$ cat src/oscsel_pkg.sv
// Package with the register map, field layout and decode codes of the oscillator selector.
package oscsel_pkg;
    // Register byte offsets on the Avalon-MM bus.
    localparam logic [3:0] OSCSEL_OFS_CLOCK_CONTROL = 4'h0;
    localparam logic [3:0] OSCSEL_OFS_FRC_TRIM      = 4'h4;
    localparam logic [3:0] OSCSEL_OFS_STATUS        = 4'h8;
    // Clock control register field positions.
    localparam int OSCSEL_POS_CURRENT_GROUP = 12;
    localparam int OSCSEL_POS_NEW_GROUP     = 8;
    localparam int OSCSEL_POS_LOCK          = 5;
    localparam int OSCSEL_POS_KEEP_ON       = 1;
    // Status register field positions.
    localparam int OSCSEL_POS_RELEASED      = 0;
    localparam int OSCSEL_POS_LOW_POWER_INTERNAL_RC_ON       = 1;
    localparam int OSCSEL_POS_PLL_ON        = 2;
    localparam int OSCSEL_POS_RATIO         = 4;
    localparam int OSCSEL_POS_PIN2          = 8;
    // Reset values.
    localparam logic [3:0] OSCSEL_RST_TRIM      = 4'h0;
    localparam logic       OSCSEL_RST_KEEP_ON   = 1'b0;
    localparam logic [2:0] OSCSEL_RST_GROUP     = 3'h0;
    // Start-up counter width and terminal count.
    localparam int OSCSEL_STARTUP_BITS = 10;
    localparam logic [9:0] OSCSEL_STARTUP_LAST = 10'h3FF;
    // Oscillator groups.
    typedef enum logic [2:0] {
        OSCSEL_GRP_SECONDARY = 3'b000,
        OSCSEL_GRP_FAST_RC   = 3'b001,
        OSCSEL_GRP_LOW_RC    = 3'b010,
        OSCSEL_GRP_PRIMARY   = 3'b011,
        OSCSEL_GRP_PRI_PLL   = 3'b111
    } oscsel_group_t;
    // Multiplier ratio codes.
    typedef enum logic [1:0] {
        OSCSEL_MUL_NONE = 2'b00,
        OSCSEL_MUL_X4   = 2'b01,
        OSCSEL_MUL_X8   = 2'b10,
        OSCSEL_MUL_X16  = 2'b11
    } oscsel_mul_t;
    // Function of the second oscillator pin.
    typedef enum logic [1:0] {
        OSCSEL_PIN2_OSC  = 2'b00,
        OSCSEL_PIN2_INSTR_CLOCK_OUT = 2'b01,
        OSCSEL_PIN2_IO   = 2'b10
    } oscsel_pin2_t;
    // Source that feeds the system clock.
    typedef enum logic [2:0] {
        OSCSEL_SRC_SECONDARY = 3'b000,
        OSCSEL_SRC_FAST_RC   = 3'b001,
        OSCSEL_SRC_LOW_RC    = 3'b010,
        OSCSEL_SRC_CRYSTAL   = 3'b011,
        OSCSEL_SRC_EXT_CLOCK = 3'b100,
        OSCSEL_SRC_EXT_RC    = 3'b101,
        OSCSEL_SRC_NONE      = 3'b111
    } oscsel_src_t;
endpackage

$ cat src/oscsel_top.sv
// Oscillator source selection, start-up counter and register slave.
//
// Decided for this implementation: the placing of the registers and the Avalon-MM register port.
`timescale 1ns/1ps

// Operation
// - 10-bit counter holds crystal for 1024 periods.
// - Count applies on POR/BOR/wake for crystals only.
// - Decode group field into five oscillator groups.
// - Primary-mode field picks source, ratio, pin function.
// - Codes 00001/01010/00011 multiply fast RC.
// - First oscillator pin never becomes general I/O.
// - Secondary oscillator runs whenever keep-on is set.
// - Secondary clocks system only with group 000 and keep-on.
// - Multiplier offers x4, x8 and x16 gains.
// - Lock indication mirrored in read-only clock control bit.
// - Current group 001 runs from fast RC.
// - Four-bit signed trim steers fast RC frequency.
// - Low-power RC clocks timers, selectable as system clock.
// - Low-power RC always enabled at power-on reset.
// - After delay, low-power RC stays on only when needed.
// - POR/BOR load current and new group from configuration.
// - Five groups, twenty-two primary choices.
module oscsel_top
    import oscsel_pkg::*;
(
    input  wire logic        clk,
    input  wire logic        arst_n,
    input  wire logic [3:0]  avs_address,
    input  wire logic        avs_read,
    input  wire logic        avs_write,
    input  wire logic [31:0] avs_writedata,
    output logic [31:0]      avs_readdata,
    output logic             avs_waitrequest,
    input  wire logic [2:0]  group_select_cfg,
    input  wire logic [4:0]  primary_select_cfg,
    input  wire logic        por_event,
    input  wire logic        bor_event,
    input  wire logic        wake_event,
    input  wire logic        powerup_delay_done,
    input  wire logic        clock_fail_monitor_en,
    input  wire logic        watchdog_en,
    input  wire logic        raw_osc,
    input  wire logic        pll_lock,
    output logic [2:0]       sys_clock_source,
    output logic             sys_clock_released,
    output logic             pll_enable,
    output logic [1:0]       pll_ratio,
    output logic             pll_from_fast_rc,
    output logic [1:0]       osc_out_pin_function,
    output logic             osc_in_pin_io_enable,
    output logic             secondary_osc_enable,
    output logic             fast_rc_enable,
    output logic [3:0]       frc_trim,
    output logic             low_rc_enable
);
    // Register state.
    logic [2:0]  current_group;
    logic [2:0]  new_group;
    logic        secondary_keep_on;
    logic        load_pending;
    logic        ack;
    logic [2:0]  next_current_group;
    logic [2:0]  next_new_group;
    logic        next_secondary_keep_on;
    logic [3:0]  next_frc_trim;
    logic        next_load_pending;
    logic        next_ack;
    logic [31:0] next_readdata;
    // Start-up state.
    logic [OSCSEL_STARTUP_BITS-1:0] startup_counter;
    logic [OSCSEL_STARTUP_BITS-1:0] next_startup_counter;
    logic        raw_osc_q;
    logic        startup_done;
    logic        next_startup_done;
    logic        powered_up;
    logic        next_powered_up;
    // Decoded selection.
    oscsel_mul_t  mul;
    oscsel_pin2_t pin2;
    oscsel_src_t  pri_src;
    logic         pri_is_crystal;
    logic         pri_uses_frc;
    logic         sel_is_crystal;
    logic [2:0]   restart_group;
    logic         restart;
    logic         wr_ok;
    logic         rd_ok;
    logic [31:0]  ctrl_word;
    logic [31:0]  stat_word;

    // Primary-mode decode: source type, multiplier ratio and second pin use.
    always_comb begin
        mul            = OSCSEL_MUL_NONE;
        pin2           = OSCSEL_PIN2_OSC;
        pri_src        = OSCSEL_SRC_NONE;
        pri_is_crystal = 1'b0;
        pri_uses_frc   = 1'b0;
        unique case (primary_select_cfg)
            5'h0D, 5'h0E, 5'h0F: begin
                pri_src = OSCSEL_SRC_EXT_CLOCK;
                pin2    = OSCSEL_PIN2_IO;
                mul     = oscsel_mul_t'(primary_select_cfg[1:0] - 2'b00);
            end
            5'h01, 5'h0A, 5'h03: begin
                pri_src      = OSCSEL_SRC_FAST_RC;
                pin2         = OSCSEL_PIN2_IO;
                pri_uses_frc = 1'b1;
                mul          = (primary_select_cfg == 5'h01) ? OSCSEL_MUL_X4 :
                               (primary_select_cfg == 5'h0A) ? OSCSEL_MUL_X8 : OSCSEL_MUL_X16;
            end
            5'h05, 5'h06, 5'h07, 5'h11, 5'h12, 5'h13, 5'h15, 5'h16, 5'h17: begin
                pri_src        = OSCSEL_SRC_CRYSTAL;
                pri_is_crystal = 1'b1;
                mul            = (primary_select_cfg[1:0] == 2'b01) ? OSCSEL_MUL_X4 :
                                 (primary_select_cfg[1:0] == 2'b10) ? OSCSEL_MUL_X8 :
                                 OSCSEL_MUL_X16;
            end
            5'h0C: begin
                pri_src = OSCSEL_SRC_EXT_CLOCK;
                pin2    = OSCSEL_PIN2_IO;
            end
            5'h04, 5'h02, 5'h00: begin
                pri_src        = OSCSEL_SRC_CRYSTAL;
                pri_is_crystal = 1'b1;
            end
            5'h0B: begin
                pri_src = OSCSEL_SRC_EXT_CLOCK;
                pin2    = OSCSEL_PIN2_INSTR_CLOCK_OUT;
            end
            5'h09: begin
                pri_src = OSCSEL_SRC_EXT_RC;
                pin2    = OSCSEL_PIN2_INSTR_CLOCK_OUT;
            end
            5'h08: begin
                pri_src = OSCSEL_SRC_EXT_RC;
                pin2    = OSCSEL_PIN2_IO;
            end
            default: begin
                pri_src = OSCSEL_SRC_NONE;
                pin2    = OSCSEL_PIN2_IO;
            end
        endcase
    end

    // Group decode drives the clock source, multiplier and oscillator enables.
    always_comb begin
        sys_clock_source = OSCSEL_SRC_NONE;
        pll_enable       = 1'b0;
        pll_ratio        = OSCSEL_MUL_NONE;
        pll_from_fast_rc = 1'b0;
        fast_rc_enable   = 1'b0;
        unique case (current_group)
            OSCSEL_GRP_PRI_PLL: begin
                sys_clock_source = pri_src;
                pll_enable       = (mul != OSCSEL_MUL_NONE);
                pll_ratio        = mul;
                pll_from_fast_rc = pri_uses_frc;
                fast_rc_enable   = pri_uses_frc;
            end
            OSCSEL_GRP_PRIMARY: begin
                sys_clock_source = (mul == OSCSEL_MUL_NONE) ? pri_src : OSCSEL_SRC_NONE;
            end
            OSCSEL_GRP_SECONDARY: begin
                sys_clock_source = secondary_keep_on ? OSCSEL_SRC_SECONDARY
                                                     : OSCSEL_SRC_NONE;
            end
            OSCSEL_GRP_FAST_RC: begin
                sys_clock_source = OSCSEL_SRC_FAST_RC;
                fast_rc_enable   = 1'b1;
            end
            OSCSEL_GRP_LOW_RC: begin
                sys_clock_source = OSCSEL_SRC_LOW_RC;
            end
            default: begin
                sys_clock_source = OSCSEL_SRC_NONE;
            end
        endcase
    end

    // Restart judgement. A power-on or brown-out restart looks at the group that it is
    // about to load, so a new configuration decides whether the crystal is counted in.
    always_comb begin
        restart_group  = (por_event || bor_event) ? group_select_cfg : current_group;
        sel_is_crystal = 1'b0;
        unique case (restart_group)
            OSCSEL_GRP_PRI_PLL: begin
                sel_is_crystal = pri_is_crystal;
            end
            OSCSEL_GRP_PRIMARY: begin
                sel_is_crystal = pri_is_crystal && (mul == OSCSEL_MUL_NONE);
            end
            OSCSEL_GRP_SECONDARY: begin
                sel_is_crystal = 1'b1;
            end
            default: begin
                sel_is_crystal = 1'b0;
            end
        endcase
    end

    // Pin and oscillator enables that follow directly from the selection.
    assign osc_out_pin_function = (current_group == OSCSEL_GRP_PRI_PLL ||
                                   current_group == OSCSEL_GRP_PRIMARY) ? pin2 : OSCSEL_PIN2_IO;
    assign osc_in_pin_io_enable = 1'b0;
    assign secondary_osc_enable = secondary_keep_on;
    assign low_rc_enable        = !powered_up || clock_fail_monitor_en || watchdog_en ||
                                  (current_group == OSCSEL_GRP_LOW_RC);
    assign sys_clock_released   = startup_done && (sys_clock_source != OSCSEL_SRC_NONE);
    assign restart              = por_event || bor_event || wake_event;

    // Start-up counter: cleared on restart, counts rising raw oscillator edges.
    always_comb begin
        next_startup_counter = startup_counter;
        next_startup_done    = startup_done;
        next_powered_up      = powered_up;
        if (powerup_delay_done) begin
            next_powered_up = 1'b1;
        end
        if (por_event) begin
            next_powered_up = 1'b0;
        end
        if (restart) begin
            next_startup_counter = '0;
            next_startup_done    = !sel_is_crystal;
        end else if (!startup_done && raw_osc && !raw_osc_q) begin
            next_startup_counter = startup_counter + 1'b1;
            if (startup_counter == OSCSEL_STARTUP_LAST) begin
                next_startup_done = 1'b1;
            end
        end
    end

    always_ff @(posedge clk or negedge arst_n) begin
        if (!arst_n) begin
            startup_counter <= '0;
            startup_done    <= 1'b0;
            powered_up      <= 1'b0;
            raw_osc_q       <= 1'b0;
        end else begin
            startup_counter <= next_startup_counter;
            startup_done    <= next_startup_done;
            powered_up      <= next_powered_up;
            raw_osc_q       <= raw_osc;
        end
    end

    // Register read words.
    always_comb begin
        ctrl_word = 32'h0;
        ctrl_word[OSCSEL_POS_CURRENT_GROUP +: 3] = current_group;
        ctrl_word[OSCSEL_POS_NEW_GROUP +: 3]     = new_group;
        ctrl_word[OSCSEL_POS_LOCK]               = pll_lock;
        ctrl_word[OSCSEL_POS_KEEP_ON]            = secondary_keep_on;
        stat_word = 32'h0;
        stat_word[OSCSEL_POS_RELEASED]  = sys_clock_released;
        stat_word[OSCSEL_POS_LOW_POWER_INTERNAL_RC_ON]   = low_rc_enable;
        stat_word[OSCSEL_POS_PLL_ON]    = pll_enable;
        stat_word[OSCSEL_POS_RATIO +: 2] = pll_ratio;
        stat_word[OSCSEL_POS_PIN2 +: 2]  = osc_out_pin_function;
    end

    // Avalon slave: one wait cycle, write data takes effect with waitrequest low, read data is captured in the wait cycle.
    assign avs_waitrequest = (avs_read || avs_write) && !ack;
    assign wr_ok = avs_write && ack;
    assign rd_ok = avs_read && !ack;

    always_comb begin
        next_ack               = (avs_read || avs_write) && !ack;
        next_readdata          = avs_readdata;
        next_current_group     = current_group;
        next_new_group         = new_group;
        next_secondary_keep_on = secondary_keep_on;
        next_frc_trim          = frc_trim;
        next_load_pending      = 1'b0;
        if (rd_ok) begin
            unique case (avs_address)
                OSCSEL_OFS_CLOCK_CONTROL: next_readdata = ctrl_word;
                OSCSEL_OFS_FRC_TRIM:      next_readdata = {28'h0, frc_trim};
                OSCSEL_OFS_STATUS:        next_readdata = stat_word;
                default:                  next_readdata = 32'h0;
            endcase
        end
        if (wr_ok) begin
            unique case (avs_address)
                OSCSEL_OFS_CLOCK_CONTROL: begin
                    next_new_group         = avs_writedata[OSCSEL_POS_NEW_GROUP +: 3];
                    next_secondary_keep_on = avs_writedata[OSCSEL_POS_KEEP_ON];
                end
                OSCSEL_OFS_FRC_TRIM: begin
                    next_frc_trim = avs_writedata[3:0];
                end
                default: begin
                    next_frc_trim = frc_trim;
                end
            endcase
        end
        // Configuration load on power-on, brown-out and the first cycle after reset.
        if (load_pending || por_event || bor_event) begin
            next_current_group = group_select_cfg;
            next_new_group     = group_select_cfg;
        end
    end

    always_ff @(posedge clk or negedge arst_n) begin
        if (!arst_n) begin
            ack               <= 1'b0;
            avs_readdata      <= 32'h0;
            current_group     <= OSCSEL_RST_GROUP;
            new_group         <= OSCSEL_RST_GROUP;
            secondary_keep_on <= OSCSEL_RST_KEEP_ON;
            frc_trim          <= OSCSEL_RST_TRIM;
            load_pending      <= 1'b1;
        end else begin
            ack               <= next_ack;
            avs_readdata      <= next_readdata;
            current_group     <= next_current_group;
            new_group         <= next_new_group;
            secondary_keep_on <= next_secondary_keep_on;
            frc_trim          <= next_frc_trim;
            load_pending      <= next_load_pending;
        end
    end
endmodule

$ cat config.mk
export PLATFORM = sky130hd
export DESIGN_NAME = oscsel_top
export DESIGN_NICKNAME = d
export VERILOG_FILES = /design/src/oscsel_pkg.sv /design/src/oscsel_top.sv
export SDC_FILE = /design/constraint.sdc
export NUM_CORES = 1
export LEC_CHECK = 0
export BUFFER_PORTS_ARGS = -buffer_cell sky130_fd_sc_hd__buf_2
export CORE_AREA = 2 2 77 71
export DETAILED_ROUTE_END_ITERATION = 10
export DIE_AREA = 0 0 79 73
export PLACE_DENSITY = 0.79
export SYNTH_ARGS = -nofsm -noshare
export SYNTH_HDL_FRONTEND = slang
export SYNTH_SLANG_ARGS = --single-unit
$ cat constraint.sdc
create_clock -name clk -period 2.11 [get_ports clk]
set_clock_uncertainty 0.15 [all_clocks]
set_input_delay 0.1055 -clock clk [delete_from_list [all_inputs] [get_ports clk]]
set_output_delay 0.1055 -clock clk [all_outputs]
set_load 0.05 [all_outputs]
[Word-level counts from Yosys, hierarchy flattened]
Index checks and enable logic that the tools add are counted.
Word-level totals
  register bits after elaboration: 58
  output and inout port bits: 51
Cells by class
  $add $sub $neg: 1
  equal/unequal tests: 33
  mux-type cells: 30
  reductions and logical operators: 43
Operators with widths (number)
  15-bit case mux with 3 select lines: 1
  5-bit by 4-bit == test with 1-bit output (second input constant): 8
  5-bit == test (second input constant): 6
  5-bit by 3-bit == test with 1-bit output (second input constant): 4
  10-bit 2-to-1 mux: 2
  3-bit 2-to-1 mux: 6
  3-bit case mux with 5 select lines: 1
  3-bit case mux with 4 select lines: 1
  2-bit nonzero test: 6
  12-bit OR reduction: 1
  1-bit 2-to-1 mux: 11
  10-bit by 1-bit adder with 10-bit output (second input constant): 1
  10-bit == test (second input constant): 1
  5-bit by 2-bit == test with 1-bit output (second input constant): 2
  3-bit by 2-bit == test with 1-bit output (second input constant): 3
  1-bit logical OR: 9
  9-bit OR reduction: 1
  2-bit 2-to-1 mux: 4
  2-bit AND reduction: 4
  1-bit logical AND: 7
  3-bit == test (second input constant): 2
  3-bit zero test: 2
  2-bit case mux with 3 select lines: 1
  3-bit OR reduction: 2
  16 further kinds: 21

[Longest topological paths before layout]
Gate-level depths: netlist (run 1).
  depth after elaboration: 10
  mapped depth: 6

[Worst setup path after synthesis (run 1)]
Ideal clock, no wire load.
  path type: reg-to-reg
  start: register current_group[1]
  end: register avs_readdata[2]
  cell stages (with the launch flop): 6
  data arrival time: 2.166 ns
  required time: 1.883 ns
  path slack: -0.284 ns
  cells stage by stage: dfrtp_1 -> clkbuf_1 -> nand3_1 -> nor3_1 -> nand2_1 -> a21oi_1
On the way
  cells in the longest elaborated chain, start to end: 3
RTL lines
  from (decl): RTL line oscsel_top.sv:58  | logic [2:0] current_group;
  from (signal assigned): RTL line oscsel_top.sv:317  | current_group <= next_current_group;
  3-bit == test: RTL line oscsel_top.sv:153  | unique case (current_group)
  1-bit 2-to-1 mux: RTL line oscsel_top.sv:153
  via pll_enable: RTL line oscsel_top.sv:47  | output logic pll_enable,
  15-bit case mux with 3 select lines: RTL line oscsel_top.sv:277  | unique case (avs_address)
  to (signal assigned): RTL line oscsel_top.sv:316  | avs_readdata <= next_readdata;
  to (decl): RTL line oscsel_top.sv:33  | output logic [31:0] avs_readdata,
The timed path passes the listed nets, and every way through them passes these cells.
A chain may end at the register's enable or synchronous reset.

[Worst setup path after layout (run 1)]
  start: register current_group[0]
  end: output sys_clock_released
On the way
  cells in the longest elaborated chain, start to end: 4
  elaborated cells between the ends (all ways): 8
RTL lines
  3-bit by 2-bit == test with 1-bit output, or another cell as far along: RTL line oscsel_top.sv:153
  3-bit case mux with 5 select lines *: RTL line oscsel_top.sv:153
  3-bit != test *: RTL line oscsel_top.sv:209  | assign sys_clock_released = startup_done && (sys_clock_source != OSCSEL_SRC_NONE);
  1-bit logical AND *: RTL line oscsel_top.sv:209
  to (decl): RTL line oscsel_top.sv:46  | output logic sys_clock_released,
Every way passes the cells marked *; elsewhere a longest branch is shown, timed or not.

==> flow_metrics.py, run 1 <==
metrics = {
    "status": {
        "status": "completed",
    },
    "routing": {
        "totalWireLength_mm": 5.15,
        "via_count": 1966,
        "drt-vias-per-instance": 5.04,
        "ant_nets": 0,
        "detail_route.iter0.violations": 126,
        "drt_first_pass_iters": 4,
        "drt-wirelength-per-cell_microns": 13.2,
        "residual_drc_count": 0,
    },
    "hold_path": {
        "worstHoldPathType": "primary input to flip-flop",
    },
    "setup_path": {
        "slowest_delay_ns": 0.46,
        "arrival_time_at_the_worst_endpoint_ns": 1.78,
        "critical_path.cell_chain": "nand2_1 -> o41ai_2 -> o21a_1 -> buf_6",
        "crit_fanout": 7,
        "timing_worst_setup_path_type": "flip-flop to output port",
        "cp_data_required_time_ns": 1.85,
        "cp-end-kind": "output port",
        "critical_path_launch_point_type": "flip-flop",
        "crit_slowest_cell": "sky130_fd_sc_hd__dfrtp_1",
    },
    "clock_tree": {
        "clock_sink_count": 38,
        "cts_root_buffer_type": "sky130_fd_sc_hd__clkbuf_8",
        "clock_latency_on_the_worst_skew_pair_ns": 0.30,
        "tritoncts_clock_tree": "done",
        "cts.path.max_buffers": 2,
        "cts_inserted_buffers": 5,
        "cts.reportedPaths.clkPinSlew_ns": 0.08,
        "htree_num_levels": 2,
    },
    "synthesis": {
        "ys_seq_elements": 38,
        "post_synth_fa_ha_maj_area_fraction_pct": 0.555,
        "asyncSetResetFlopFracSynth_pct": 100,
        "synth.top_cells.by_area": "sky130_fd_sc_hd__dfrtp_1 (41%), sky130_fd_sc_hd__buf_4 (7.3%), sky130_fd_sc_hd__nor2_1 (5.5%)",
        "post_synthesis_compound_gate_area_fraction_pct": 13.5,
        "synthesis.instances": 241,
        "synthesis.yosys.warnings": 0,
        "synthSimpleGateAreaFrac_pct": 22.7,
        "yosys.area.top_type_share_pct": 41.0,
        "yosys.area_share.xor_xnor_pct": 3.49,
        "avgSynthCellArea_sq_um": 9.36,
        "dominant_synthesized_flop_cell": "sky130_fd_sc_hd__dfrtp_1",
        "seq_area_frac_synth_pct": 42.2,
        "synth_edf_count": 0,
        "mux_share_of_post_synthesis_cell_area_pct": 7.10,
        "syn-cell-area_sq_um": 2260,
        "main_combinational_cell_family_by_area_after_synthesis": "simple AND/OR/NAND/NOR gates",
        "synth_most_common_cell": "sky130_fd_sc_hd__dfrtp_1",
        "synth_cell_types": 55,
        "synth_top_cells_by_count": "sky130_fd_sc_hd__dfrtp_1 (37), sky130_fd_sc_hd__nor2_1 (33), sky130_fd_sc_hd__nand2_1 (29)",
        "largest_area_contributor_in_the_synthesized_netlist": "sky130_fd_sc_hd__dfrtp_1",
    },
    "sta": {
        "period_minus_slack_ns": 2.03,
        "worst_slew_pin_slew_ns": 0.821,
        "final_hold_viol_count": 0,
        "slew_violations": 0,
        "achievable-frequency_mhz": 492,
        "finalSetupViolCount": 0,
        "fin_tns_setup_ns": 0,
        "max-slew-margin-rel_pct": 45.2,
        "final_period_util_pct": 96.2,
    },
    "global_routing": {
        "global_route.overflow_total": 0,
        "initial_antenna_violation_count": 0,
        "grt_pass1_wl_mm": 8.49,
        "gr-usage-met2_pct": 31.6,
        "grt_start_max_net_pins": 39,
        "first_global_vias": 1886,
        "groute.layer.met3.usage_pct": 4.95,
        "global_route_met1_utilization_pct": 24.5,
        "global_route.peak_usage_layer": "met2",
        "globalRouteTotalUtil_pct": 19.1,
    },
    "flow_run": {
        "drv.max_cap_violation_count": 0,
    },
    "floorplan": {
        "die_w_microns": 79,
        "core_area_sq_um": 5070,
        "floorplan.io_pins": 107,
        "fp.dieArea_sq_um": 5770,
        "die_height_microns": 73,
        "start_util_pct": 44.5,
        "placementRows": 25,
    },
    "power_and_ir_drop": {
        "powerDensity_nw_per_um2": 726,
        "leakagePower_nw": 1.37,
        "max-vdd-ir-drop_uv": 467,
    },
    "place": {
        "io_buffer_count": 60,
        "post-dp-hpwl_mm": 3.79,
        "gp_routability_congestion": 0.905,
    },
    "layout": {
        "drive_gt1_share_pct": 31.6,
        "finish.utilization_pct": 56.6,
        "antennaDiodeCount": 0,
        "areaGrowthSynthToFinish_pct": 27.2,
        "final_net_count": 379,
    },
}
registers in the layout (all words and copies together) (netlist names):
register and flops:
ack 1, avs_readdata 12, current_group 3, frc_trim 4
load_pending 1, new_group 3, powered_up 1, raw_osc_q 1
secondary_osc_enable 1, startup_counter 10, startup_done 1
placed cells by master (no fill, tap or decap), drive strengths merged, types with 2 or more instances in the layout:
| master | instances |
|---|---|
| a211oi | 2 |
| a21boi | 2 |
| a21oi | 7 |
| a221oi | 3 |
| a31oi | 3 |
| and2 | 2 |
| and3 | 5 |
| buf | 66 |
| clkbuf | 5 |
| clkinvlp | 2 |
| conb | 22 |
| dfrtp | 37 |
| dlygate4sd3 | 18 |
| inv | 6 |
| mux2 | 8 |
| mux2i | 7 |
| nand2 | 29 |
| nand2b | 3 |
| nand3 | 13 |
| nor2 | 34 |
| nor3 | 4 |
| nor4 | 2 |
| o21ai | 7 |
| o21bai | 2 |
| o22ai | 2 |
| o41ai | 3 |
| or2 | 2 |
| xnor2 | 2 |
| xor2 | 7 |
layout make-up:
class	count	area (sq um)
fillers	467	2200
multi-input cells	187	1160
flip-flops and latches	38	955
repair buffers	84	532
well taps	67	83.8
clock buffers	5	68.8
clock inverters	3	45.0
inverters	6	22.5
cells by family after synthesis:
kind of cell               Yosys count
and+or+nand+nor                    101
AOI/OAI and AO/OA                   39
DFF                                 38
buffers and inverters               37
muxes                               15
xor gates and xnor gates             9
adders and majority gates            1
other                                1
through the flow:
| step | hold WS [ns] | area [sq um] | power, mW | instances | worst slack, ns |
|---|---|---|---|---|---|
| final | 0.0192 | 2870 | 2.08 | 390 | 0.0794 |
| after global routing | 0.0602 | 2870 | 2.19 | 390 | -0.00318 |
| after detailed placement | 0.0859 | 2540 | 1.44 | 362 | 0.222 |
| after global placement | 0.0842 | 2540 | 1.43 | 362 | 0.217 |
| after floorplan | -0.340 | 2340 | 1.31 | 262 | 0.170 |
| after CTS | 0.000630 | 2840 | 2.09 | 388 | 0.0137 |
power by group:
group / switching [mW] / total (mW) / internal [mW]
clock: 0.269 / 0.620 / 0.352
sequential: 0.0482 / 0.834 / 0.786
combinational: 0.453 / 0.628 / 0.175
total: 0.770 / 2.08 / 1.31
routing by layer:
metal	share of wire (%)	up-vias
li1	-	961
met1	45	939
met2	50	60
met3	4.8	6
met4	0.78	0
met5	0	-
path summary, 6_finish.rpt:
| check | from | endpoint | slack (ns) | cells after the start |
|---|---|---|---|---|
| worst min register to register | avs_readdata[12] | avs_readdata[12] | 0.33 | 2 |
| worst max-delay path | current_group[0] | sys_clock_released | 0.08 | 4 |
| max in group asynchronous | arst_n | current_group[1] | 0.95 | 2 |
| min in group asynchronous | arst_n | startup_counter[4] | 0.29 | 2 |
| worst max register to register | current_group[2] | avs_readdata[0] | 0.44 | 5 |
| worst min-delay path | avs_writedata[8] | new_group[0] | 0.02 | 3 |
what timing repair did:
action / CTS / global route
gates resized for setup: 3 / 4
hold buffers: 18 / 0
hold endpoints to repair: 52 / 0
setup buffers: 0 / 2
endpoints found under the setup margin: 1 / 1
critical path, delay by kind of cell, from the launching register on:
family	cells	cell delay, ns
flip-flops	1	0.46
AND/OR/NAND/NOR	1	0.15
buffers and inverters	1	0.18
AO/OA/AOI/OAI	2	0.69
No activity file was read; power rests on OpenSTA's default activity.
==> run 2, diff against run 1 <==
--- a/config.mk
+++ b/config.mk
@@ -5,11 +5,12 @@
 export SDC_FILE = /design/constraint.sdc
 export NUM_CORES = 1
 export LEC_CHECK = 0
+export ABC_AREA = 1
 export BUFFER_PORTS_ARGS = -buffer_cell sky130_fd_sc_hd__buf_2
-export CORE_AREA = 2 2 77 71
+export CORE_AREA = 2 2 77 72
 export DETAILED_ROUTE_END_ITERATION = 10
-export DIE_AREA = 0 0 79 73
-export PLACE_DENSITY = 0.79
+export DIE_AREA = 0 0 79 74
+export PLACE_DENSITY = 0.78
 export SYNTH_ARGS = -nofsm -noshare
 export SYNTH_HDL_FRONTEND = slang
 export SYNTH_SLANG_ARGS = --single-unit
==> run 2 against run 1 <==
  * Register-to-register slack got worse by 0.02 ns
  * Via count increased by 7.3%
  * Largest power group unchanged
  * Design area increased by 0.48%
  * Highest routed layer unchanged
  * Utilization increased by 0.27 points
  * Non-clock buffer count decreased by 5
==> flow_metrics.py, run 2 <==
metrics = {
    "place": {
        "post-dp-hpwl_mm": 4.07,
        "post_dp_cell_area_sq_um": 2580,
        "dp.cells": 407,
        "io_buffer_count": 60,
        "gp_routability_congestion": 0.929,
    },
    "synthesis": {
        "synth_most_common_cell": "sky130_fd_sc_hd__nand2_1",
        "syn-cell-area_sq_um": 2280,
        "synth_edf_count": 0,
        "seq_area_frac_synth_pct": 41.8,
        "synthesis.instances": 281,
        "synthesis.yosys.warnings": 0,
        "yosys.area.top_type_share_pct": 40.7,
        "ys_seq_elements": 38,
        "synth.top_cells.by_area": "sky130_fd_sc_hd__dfrtp_1 (41%), sky130_fd_sc_hd__nand2_1 (8.7%), sky130_fd_sc_hd__buf_4 (6.9%)",
        "dominant_synthesized_flop_cell": "sky130_fd_sc_hd__dfrtp_1",
        "avgSynthCellArea_sq_um": 8.10,
        "synth_top_cells_by_count": "sky130_fd_sc_hd__nand2_1 (53), sky130_fd_sc_hd__dfrtp_1 (37), sky130_fd_sc_hd__inv_1 (29)",
        "asyncSetResetFlopFracSynth_pct": 100,
        "synth_cell_types": 41,
        "largest_area_contributor_in_the_synthesized_netlist": "sky130_fd_sc_hd__dfrtp_1",
    },
    "layout": {
        "final_net_count": 422,
        "fin_area_sq_um": 2880,
        "antennaDiodeCount": 0,
        "fill_cell_total_of_the_finished_layout": 476,
        "layout.cells.most_common": "sky130_fd_sc_hd__buf_2",
        "areaGrowthSynthToFinish_pct": 26.7,
        "biggestRegsByFlops": "avs_readdata: 12 flops, startup_counter: 10 flops, frc_trim: 4 flops",
        "top_library_cells_by_usage_in_the_layout_fill_and_taps_aside": "sky130_fd_sc_hd__buf_2 (57), sky130_fd_sc_hd__nand2_1 (53), sky130_fd_sc_hd__dfrtp_1 (37)",
        "multi_input_comb_area_sq_um": 1090,
        "max_flop_register": "avs_readdata",
        "drive_gt1_share_pct": 28.7,
        "largest_register_ff_count": 12,
        "regArea_sq_um": 952,
        "instances_no_fill": 433,
    },
    "hold_path": {
        "min_path_cells": 3,
        "worstHoldPathType": "primary input to flip-flop",
    },
    "routing": {
        "drt_first_pass_iters": 4,
        "ant_nets": 0,
        "residual_drc_count": 0,
        "drt-wirelength-per-cell_microns": 12.3,
        "detail_route.iter0.violations": 130,
        "drt-vias-per-instance": 4.87,
        "via_count": 2109,
        "totalWireLength_mm": 5.31,
    },
    "setup_path": {
        "cp_data_required_time_ns": 1.85,
        "arrival_time_at_the_worst_endpoint_ns": 1.75,
        "critical_path_launch_point_type": "flip-flop",
        "crit_fanout": 5,
        "timing_worst_setup_path_type": "flip-flop to output port",
        "cp-end-kind": "output port",
        "r2r_cells": 10,
    },
    "sta": {
        "fin_tns_setup_ns": 0,
        "setup_repair_after_global_routing_missed_its_margin": "no",
        "achievable-frequency_mhz": 499,
        "slew_violations": 0,
        "max-slew-margin-rel_pct": 45.1,
        "final_hold_viol_count": 0,
        "finalSetupViolCount": 0,
        "period_minus_slack_ns": 2.01,
        "final_period_util_pct": 95.0,
        "worst_slew_pin_slew_ns": 0.824,
    },
    "floorplan": {
        "fp.dieArea_sq_um": 5850,
        "die_w_microns": 79,
        "floorplan.io_pins": 107,
        "die_height_microns": 74,
        "start_util_pct": 44.9,
        "core_area_sq_um": 5070,
        "placementRows": 25,
    },
    "power_and_ir_drop": {
        "p_sw_share_pct": 36.4,
        "p_int_mw": 1.27,
        "powerDensity_nw_per_um2": 692,
        "share_comb_of_total_power_pct": 28.4,
        "share_clk_of_total_power_pct": 30.8,
        "netSwitchingPower_mw": 0.727,
        "max-vdd-ir-drop_uv": 436,
        "seq_power_share_pct": 40.7,
        "leakagePower_nw": 1.48,
    },
    "flow_run": {
        "drv.max_cap_violation_count": 0,
    },
    "clock_tree": {
        "cts_root_buffer_type": "sky130_fd_sc_hd__clkbuf_8",
        "clock_sink_count": 38,
        "cts.reportedPaths.clkPinSlew_ns": 0.07,
        "clock_latency_on_the_worst_skew_pair_ns": 0.29,
        "tritoncts_clock_tree": "done",
        "setup_buffers_after_cts": 0,
        "cts.path.max_buffers": 2,
        "htree_num_levels": 2,
        "cts_inserted_buffers": 5,
    },
    "global_routing": {
        "first_global_vias": 1943,
        "globalRouteTotalUtil_pct": 19.1,
        "initial_antenna_violation_count": 0,
        "global_route.overflow_total": 0,
        "grt_start_max_net_pins": 39,
        "grt_pass1_wl_mm": 8.66,
    },
    "status": {
        "status": "completed",
    },
}
-- run 2: worst paths after layout --
kind	from	endpoint	slack [ns]
min in group asynchronous	arst_n	startup_counter[2]	0.28
min reg2reg	avs_readdata[2]	avs_readdata[2]	0.33
max reg2reg	current_group[2]	avs_readdata[0]	0.42
max	current_group[2]	sys_clock_released	0.10
max in group asynchronous	arst_n	avs_readdata[12]	1.00
min	avs_write	frc_trim[1]	0.03
-- run 2: critical path, cell delays in order, from the launching register on --
cell and delay (ns):
sky130_fd_sc_hd__dfrtp_1 0.42, sky130_fd_sc_hd__inv_1 0.14, sky130_fd_sc_hd__nand2_1 0.14, sky130_fd_sc_hd__nor3_1 0.07
sky130_fd_sc_hd__a21oi_1 0.18, sky130_fd_sc_hd__nand2_2 0.11, sky130_fd_sc_hd__a21oi_2 0.18, sky130_fd_sc_hd__buf_4 0.22
-- run 2: stage by stage --
stage               util [%]  worst slack, ns  hold WS (ns)  total power, mW
floorplan                  -           0.0732        -0.340             1.25
finish                  56.9            0.105        0.0322             2.00
global placement        51.0            0.441        0.0807             1.36
CTS                     56.7           0.0744        0.0227             2.00
detailed placement      51.0            0.404        0.0834             1.36
global route            56.9           0.0142        0.0216             2.09
-- run 2: cells by family (layout without fill, tap and decap cells) --
family / after synthesis / count (layout) / share of synthesized area [%]
and+or+nand+nor: 125 / 125 / 28.5
buffers and inverters: 61 / 125 / 14.1
AOI/OAI and AO/OA: 52 / 52 / 13.4
DFF: 38 / 38 / 41.8
muxes: 3 / 3 / 1.48
adders and majority gates: 1 / 1 / 0.550
other: 1 / 22 / 0.165
-- run 2: repair_timing --
action	in CTS	in global routing
endpoints found under the hold margin	53	0
hold buffers	18	0
setup endpoints to repair	0	3
resized for setup	0	5
-- run 2: power groups by stage --
stage | combinational, mW | sequential [mW] | clock, mW
2_1_floorplan | 0.329 | 0.923 | 0
3_3_place_gp | 0.531 | 0.825 | 0
3_5_place_dp | 0.537 | 0.827 | 0
4_1_cts | 0.565 | 0.813 | 0.623
5_1_grt | 0.609 | 0.819 | 0.658
6_report | 0.567 | 0.813 | 0.615
-- run 2: cell type report --
| cell class | count | area share (%) |
|---|---|---|
| clock buffers | 6 | 2.52 |
| repair buffers | 79 | 17.2 |
| flip-flops and latches | 38 | 33.0 |
| inverters | 38 | 5.12 |
| multi-input cells | 203 | 37.9 |
| clock inverters | 2 | 1.30 |
| well taps | 67 | 2.91 |
-- run 2: layer usage --
layer | vias to the layer above | wire (microns) | track usage [%]
met1 | 978 | 2280 | 24.2
met5 | - | 0 | 0
met3 | 7 | 310 | 3.40
met4 | 0 | 51 | 5.56
li1 | 1060 | - | -
met2 | 64 | 2680 | 34.0
==> run 3, diff against run 2 <==
--- a/config.mk
+++ b/config.mk
@@ -7,10 +7,11 @@
 export LEC_CHECK = 0
 export ABC_AREA = 1
 export BUFFER_PORTS_ARGS = -buffer_cell sky130_fd_sc_hd__buf_2
-export CORE_AREA = 2 2 77 72
+export CORE_AREA = 2 2 70 78
 export DETAILED_ROUTE_END_ITERATION = 10
-export DIE_AREA = 0 0 79 74
-export PLACE_DENSITY = 0.78
+export DIE_AREA = 0 0 72 80
+export PLACE_DENSITY = 0.79
+export SKIP_LAST_GASP = 1
 export SYNTH_ARGS = -nofsm -noshare
 export SYNTH_HDL_FRONTEND = slang
 export SYNTH_SLANG_ARGS = --single-unit
==> run 3 against run 2 <==
  * Total power decreased by 4.5%
  * Wire length is 3.0% higher
  * Hold slack got worse by 0.029 ns
  * Highest routed layer unchanged
==> flow_metrics.py, run 3 (same netlist as run 2, synthesis figures left out) <==
metrics = {
    "status": {
        "status": "completed",
    },
    "floorplan": {
        "start_util_pct": 45.8,
        "placementRows": 27,
        "die_height_microns": 80,
        "fp.dieArea_sq_um": 5760,
        "core_area_sq_um": 4970,
        "die_w_microns": 72,
        "floorplan.io_pins": 107,
    },
    "layout": {
        "final_net_count": 420,
        "antennaDiodeCount": 0,
        "max_flop_register": "avs_readdata",
        "drive_gt1_share_pct": 28.8,
        "layout.cells.most_common": "sky130_fd_sc_hd__buf_2",
        "biggestRegsByFlops": "avs_readdata: 12 flops, startup_counter: 10 flops, frc_trim: 4 flops",
        "top_library_cells_by_usage_in_the_layout_fill_and_taps_aside": "sky130_fd_sc_hd__buf_2 (58), sky130_fd_sc_hd__nand2_1 (53), sky130_fd_sc_hd__dfrtp_1 (36)",
        "finish.utilization_pct": 57.1,
        "largest_register_ff_count": 12,
        "areaGrowthSynthToFinish_pct": 24.6,
    },
    "setup_path": {
        "worst_path_dominant_cell_family": "buffers and inverters",
        "arrival_time_at_the_worst_endpoint_ns": 1.79,
        "critical_path.cell_chain": "inv_1 -> nor2_1 -> inv_1 -> nor3_2 -> clkbuf_4",
        "cp-end-kind": "output port",
        "critical_path_cell_count": 5,
        "worst_setup_path_startpoint": "current_group[2]",
        "slowest_delay_ns": 0.42,
        "r2r_cells": 8,
        "r2r_setup_slack_ns": 0.43,
        "crit-reg2reg-launch": "startup_done",
        "critical_path_launch_point_type": "flip-flop",
        "cp_common_cell": "sky130_fd_sc_hd__inv_1",
        "crit_fanout": 5,
        "critical_path_buf_inv_count": 3,
        "crit_slowest_cell": "sky130_fd_sc_hd__dfrtp_1",
        "cp_data_required_time_ns": 1.85,
        "critical_path_sink": "pll_ratio[0]",
        "critical_path.reg2reg.endpoint": "startup_counter[9]",
        "timing_worst_setup_path_type": "flip-flop to output port",
    },
    "power_and_ir_drop": {
        "max-vdd-ir-drop_uv": 521,
        "powerDensity_nw_per_um2": 672,
        "p_int_mw": 1.17,
        "leakagePower_nw": 1.46,
        "share_clk_of_total_power_pct": 27.8,
        "seq_power_share_pct": 42.7,
        "p_sw_share_pct": 38.4,
        "share_comb_of_total_power_pct": 29.5,
        "netSwitchingPower_mw": 0.732,
    },
    "sta": {
        "fin_worst_hold_slack_ns": 0.00284,
        "layout_setup_ws_ns": 0.0650,
        "finalSetupViolCount": 0,
        "achievable-frequency_mhz": 489,
        "period_minus_slack_ns": 2.04,
        "max-slew-margin-rel_pct": 44.2,
        "final_period_util_pct": 96.9,
        "setup_repair_after_global_routing_missed_its_margin": "yes",
        "worst_slew_pin_slew_ns": 0.837,
        "final_hold_viol_count": 0,
        "slew_violations": 0,
    },
    "place": {
        "post-dp-hpwl_mm": 4.16,
        "dp_worst_setup_slack_ns": 0.355,
        "io_buffer_count": 60,
        "gp_routability_congestion": 0.932,
    },
    "global_routing": {
        "initial_antenna_violation_count": 0,
        "globalRouteTotalUtil_pct": 19.7,
        "global_route.overflow_total": 0,
        "grt_pass1_wl_mm": 8.62,
        "first_global_vias": 1945,
        "grt_start_max_net_pins": 39,
    },
    "routing": {
        "drt_first_pass_iters": 6,
        "drt-vias-per-instance": 5.00,
        "ant_nets": 0,
        "drt-wirelength-per-cell_microns": 13.0,
        "residual_drc_count": 0,
        "totalWireLength_mm": 5.48,
        "via_count": 2112,
        "detail_route.iter0.violations": 122,
    },
    "clock_tree": {
        "cts_inserted_buffers": 5,
        "tritoncts_clock_tree": "done",
        "cts.reportedPaths.clkPinSlew_ns": 0.08,
        "clock_latency_on_the_worst_skew_pair_ns": 0.29,
        "htree_num_levels": 2,
        "cts.path.max_buffers": 2,
        "cts_root_buffer_type": "sky130_fd_sc_hd__clkbuf_8",
        "clock_sink_count": 38,
    },
    "hold_path": {
        "worstHoldPathType": "primary input to flip-flop",
    },
    "flow_run": {
        "drv.max_cap_violation_count": 0,
    },
}
run 3: worst reg2reg max path, stage by stage, from the launching register on:
cell and delay (ns):
sky130_fd_sc_hd__dfrtp_1 0.40, sky130_fd_sc_hd__inv_1 0.10, sky130_fd_sc_hd__nand2_1 0.14, sky130_fd_sc_hd__inv_1 0.16, sky130_fd_sc_hd__nand2_1 0.12, sky130_fd_sc_hd__nor3_1 0.24, sky130_fd_sc_hd__nand2_1 0.13, sky130_fd_sc_hd__nand2_1 0.10
sky130_fd_sc_hd__nor2_1 0.05
run 3: worst min-delay path by stage:
stage	startpoint	end	slack [ns]	depth (start not counted)
final	wake_event	startup_counter[6]	0.003	4
after CTS	wake_event	startup_counter[6]	0.002	4
after floorplan	arst_n	ack	-0.34	0
after global routing	wake_event	startup_counter[6]	0.005	4
after global placement	raw_osc	raw_osc_q	0.08	1
after detailed placement	raw_osc	raw_osc_q	0.08	1
run 3: stage by stage:
stage	instances	instance area [sq um]	power [mW]	setup TNS, ns
floorplan	302	2360	1.25	0
global placement	397	2560	1.35	0
detailed placement	397	2560	1.36	0
CTS	422	2830	1.91	0
global route	422	2840	2.00	-0.0179
finish	422	2840	1.91	0
run 3: area by class of cell:
class	count	area, sq um
Fill cell	446	2130
Multi-Input combinational cell	203	1090
Sequential cell	38	953
Timing Repair Buffer	77	475
Inverter	38	148
Clock buffer	6	82.6
Tap cell	58	72.6
Clock inverter	2	12.5
run 3: what timing repair did:
item                       4_1_cts  5_1_grt
gates resized for setup          0        3
hold endpoints to repair        52        0
setup endpoints to repair        0        3
buffers inserted                 0        0
hold buffers                    17        0
run 3: metal layers:
metal,vias to the layer above,global-route usage [%],share of wire [%]
li1,1059,-,-
met1,963,23.8,42
met2,82,32.5,50
met3,8,5.05,6.4
met4,0,9.43,1.7
met5,-,0,0
run 3: power by group through the flow:
| stage | sequential, mW | clock (mW) | combinational, mW |
|---|---|---|---|
| floorplan | 0.923 | 0 | 0.329 |
| global placement | 0.825 | 0 | 0.530 |
| detailed placement | 0.826 | 0 | 0.535 |
| CTS | 0.812 | 0.539 | 0.561 |
| global route | 0.820 | 0.578 | 0.599 |
| finish | 0.813 | 0.530 | 0.563 |
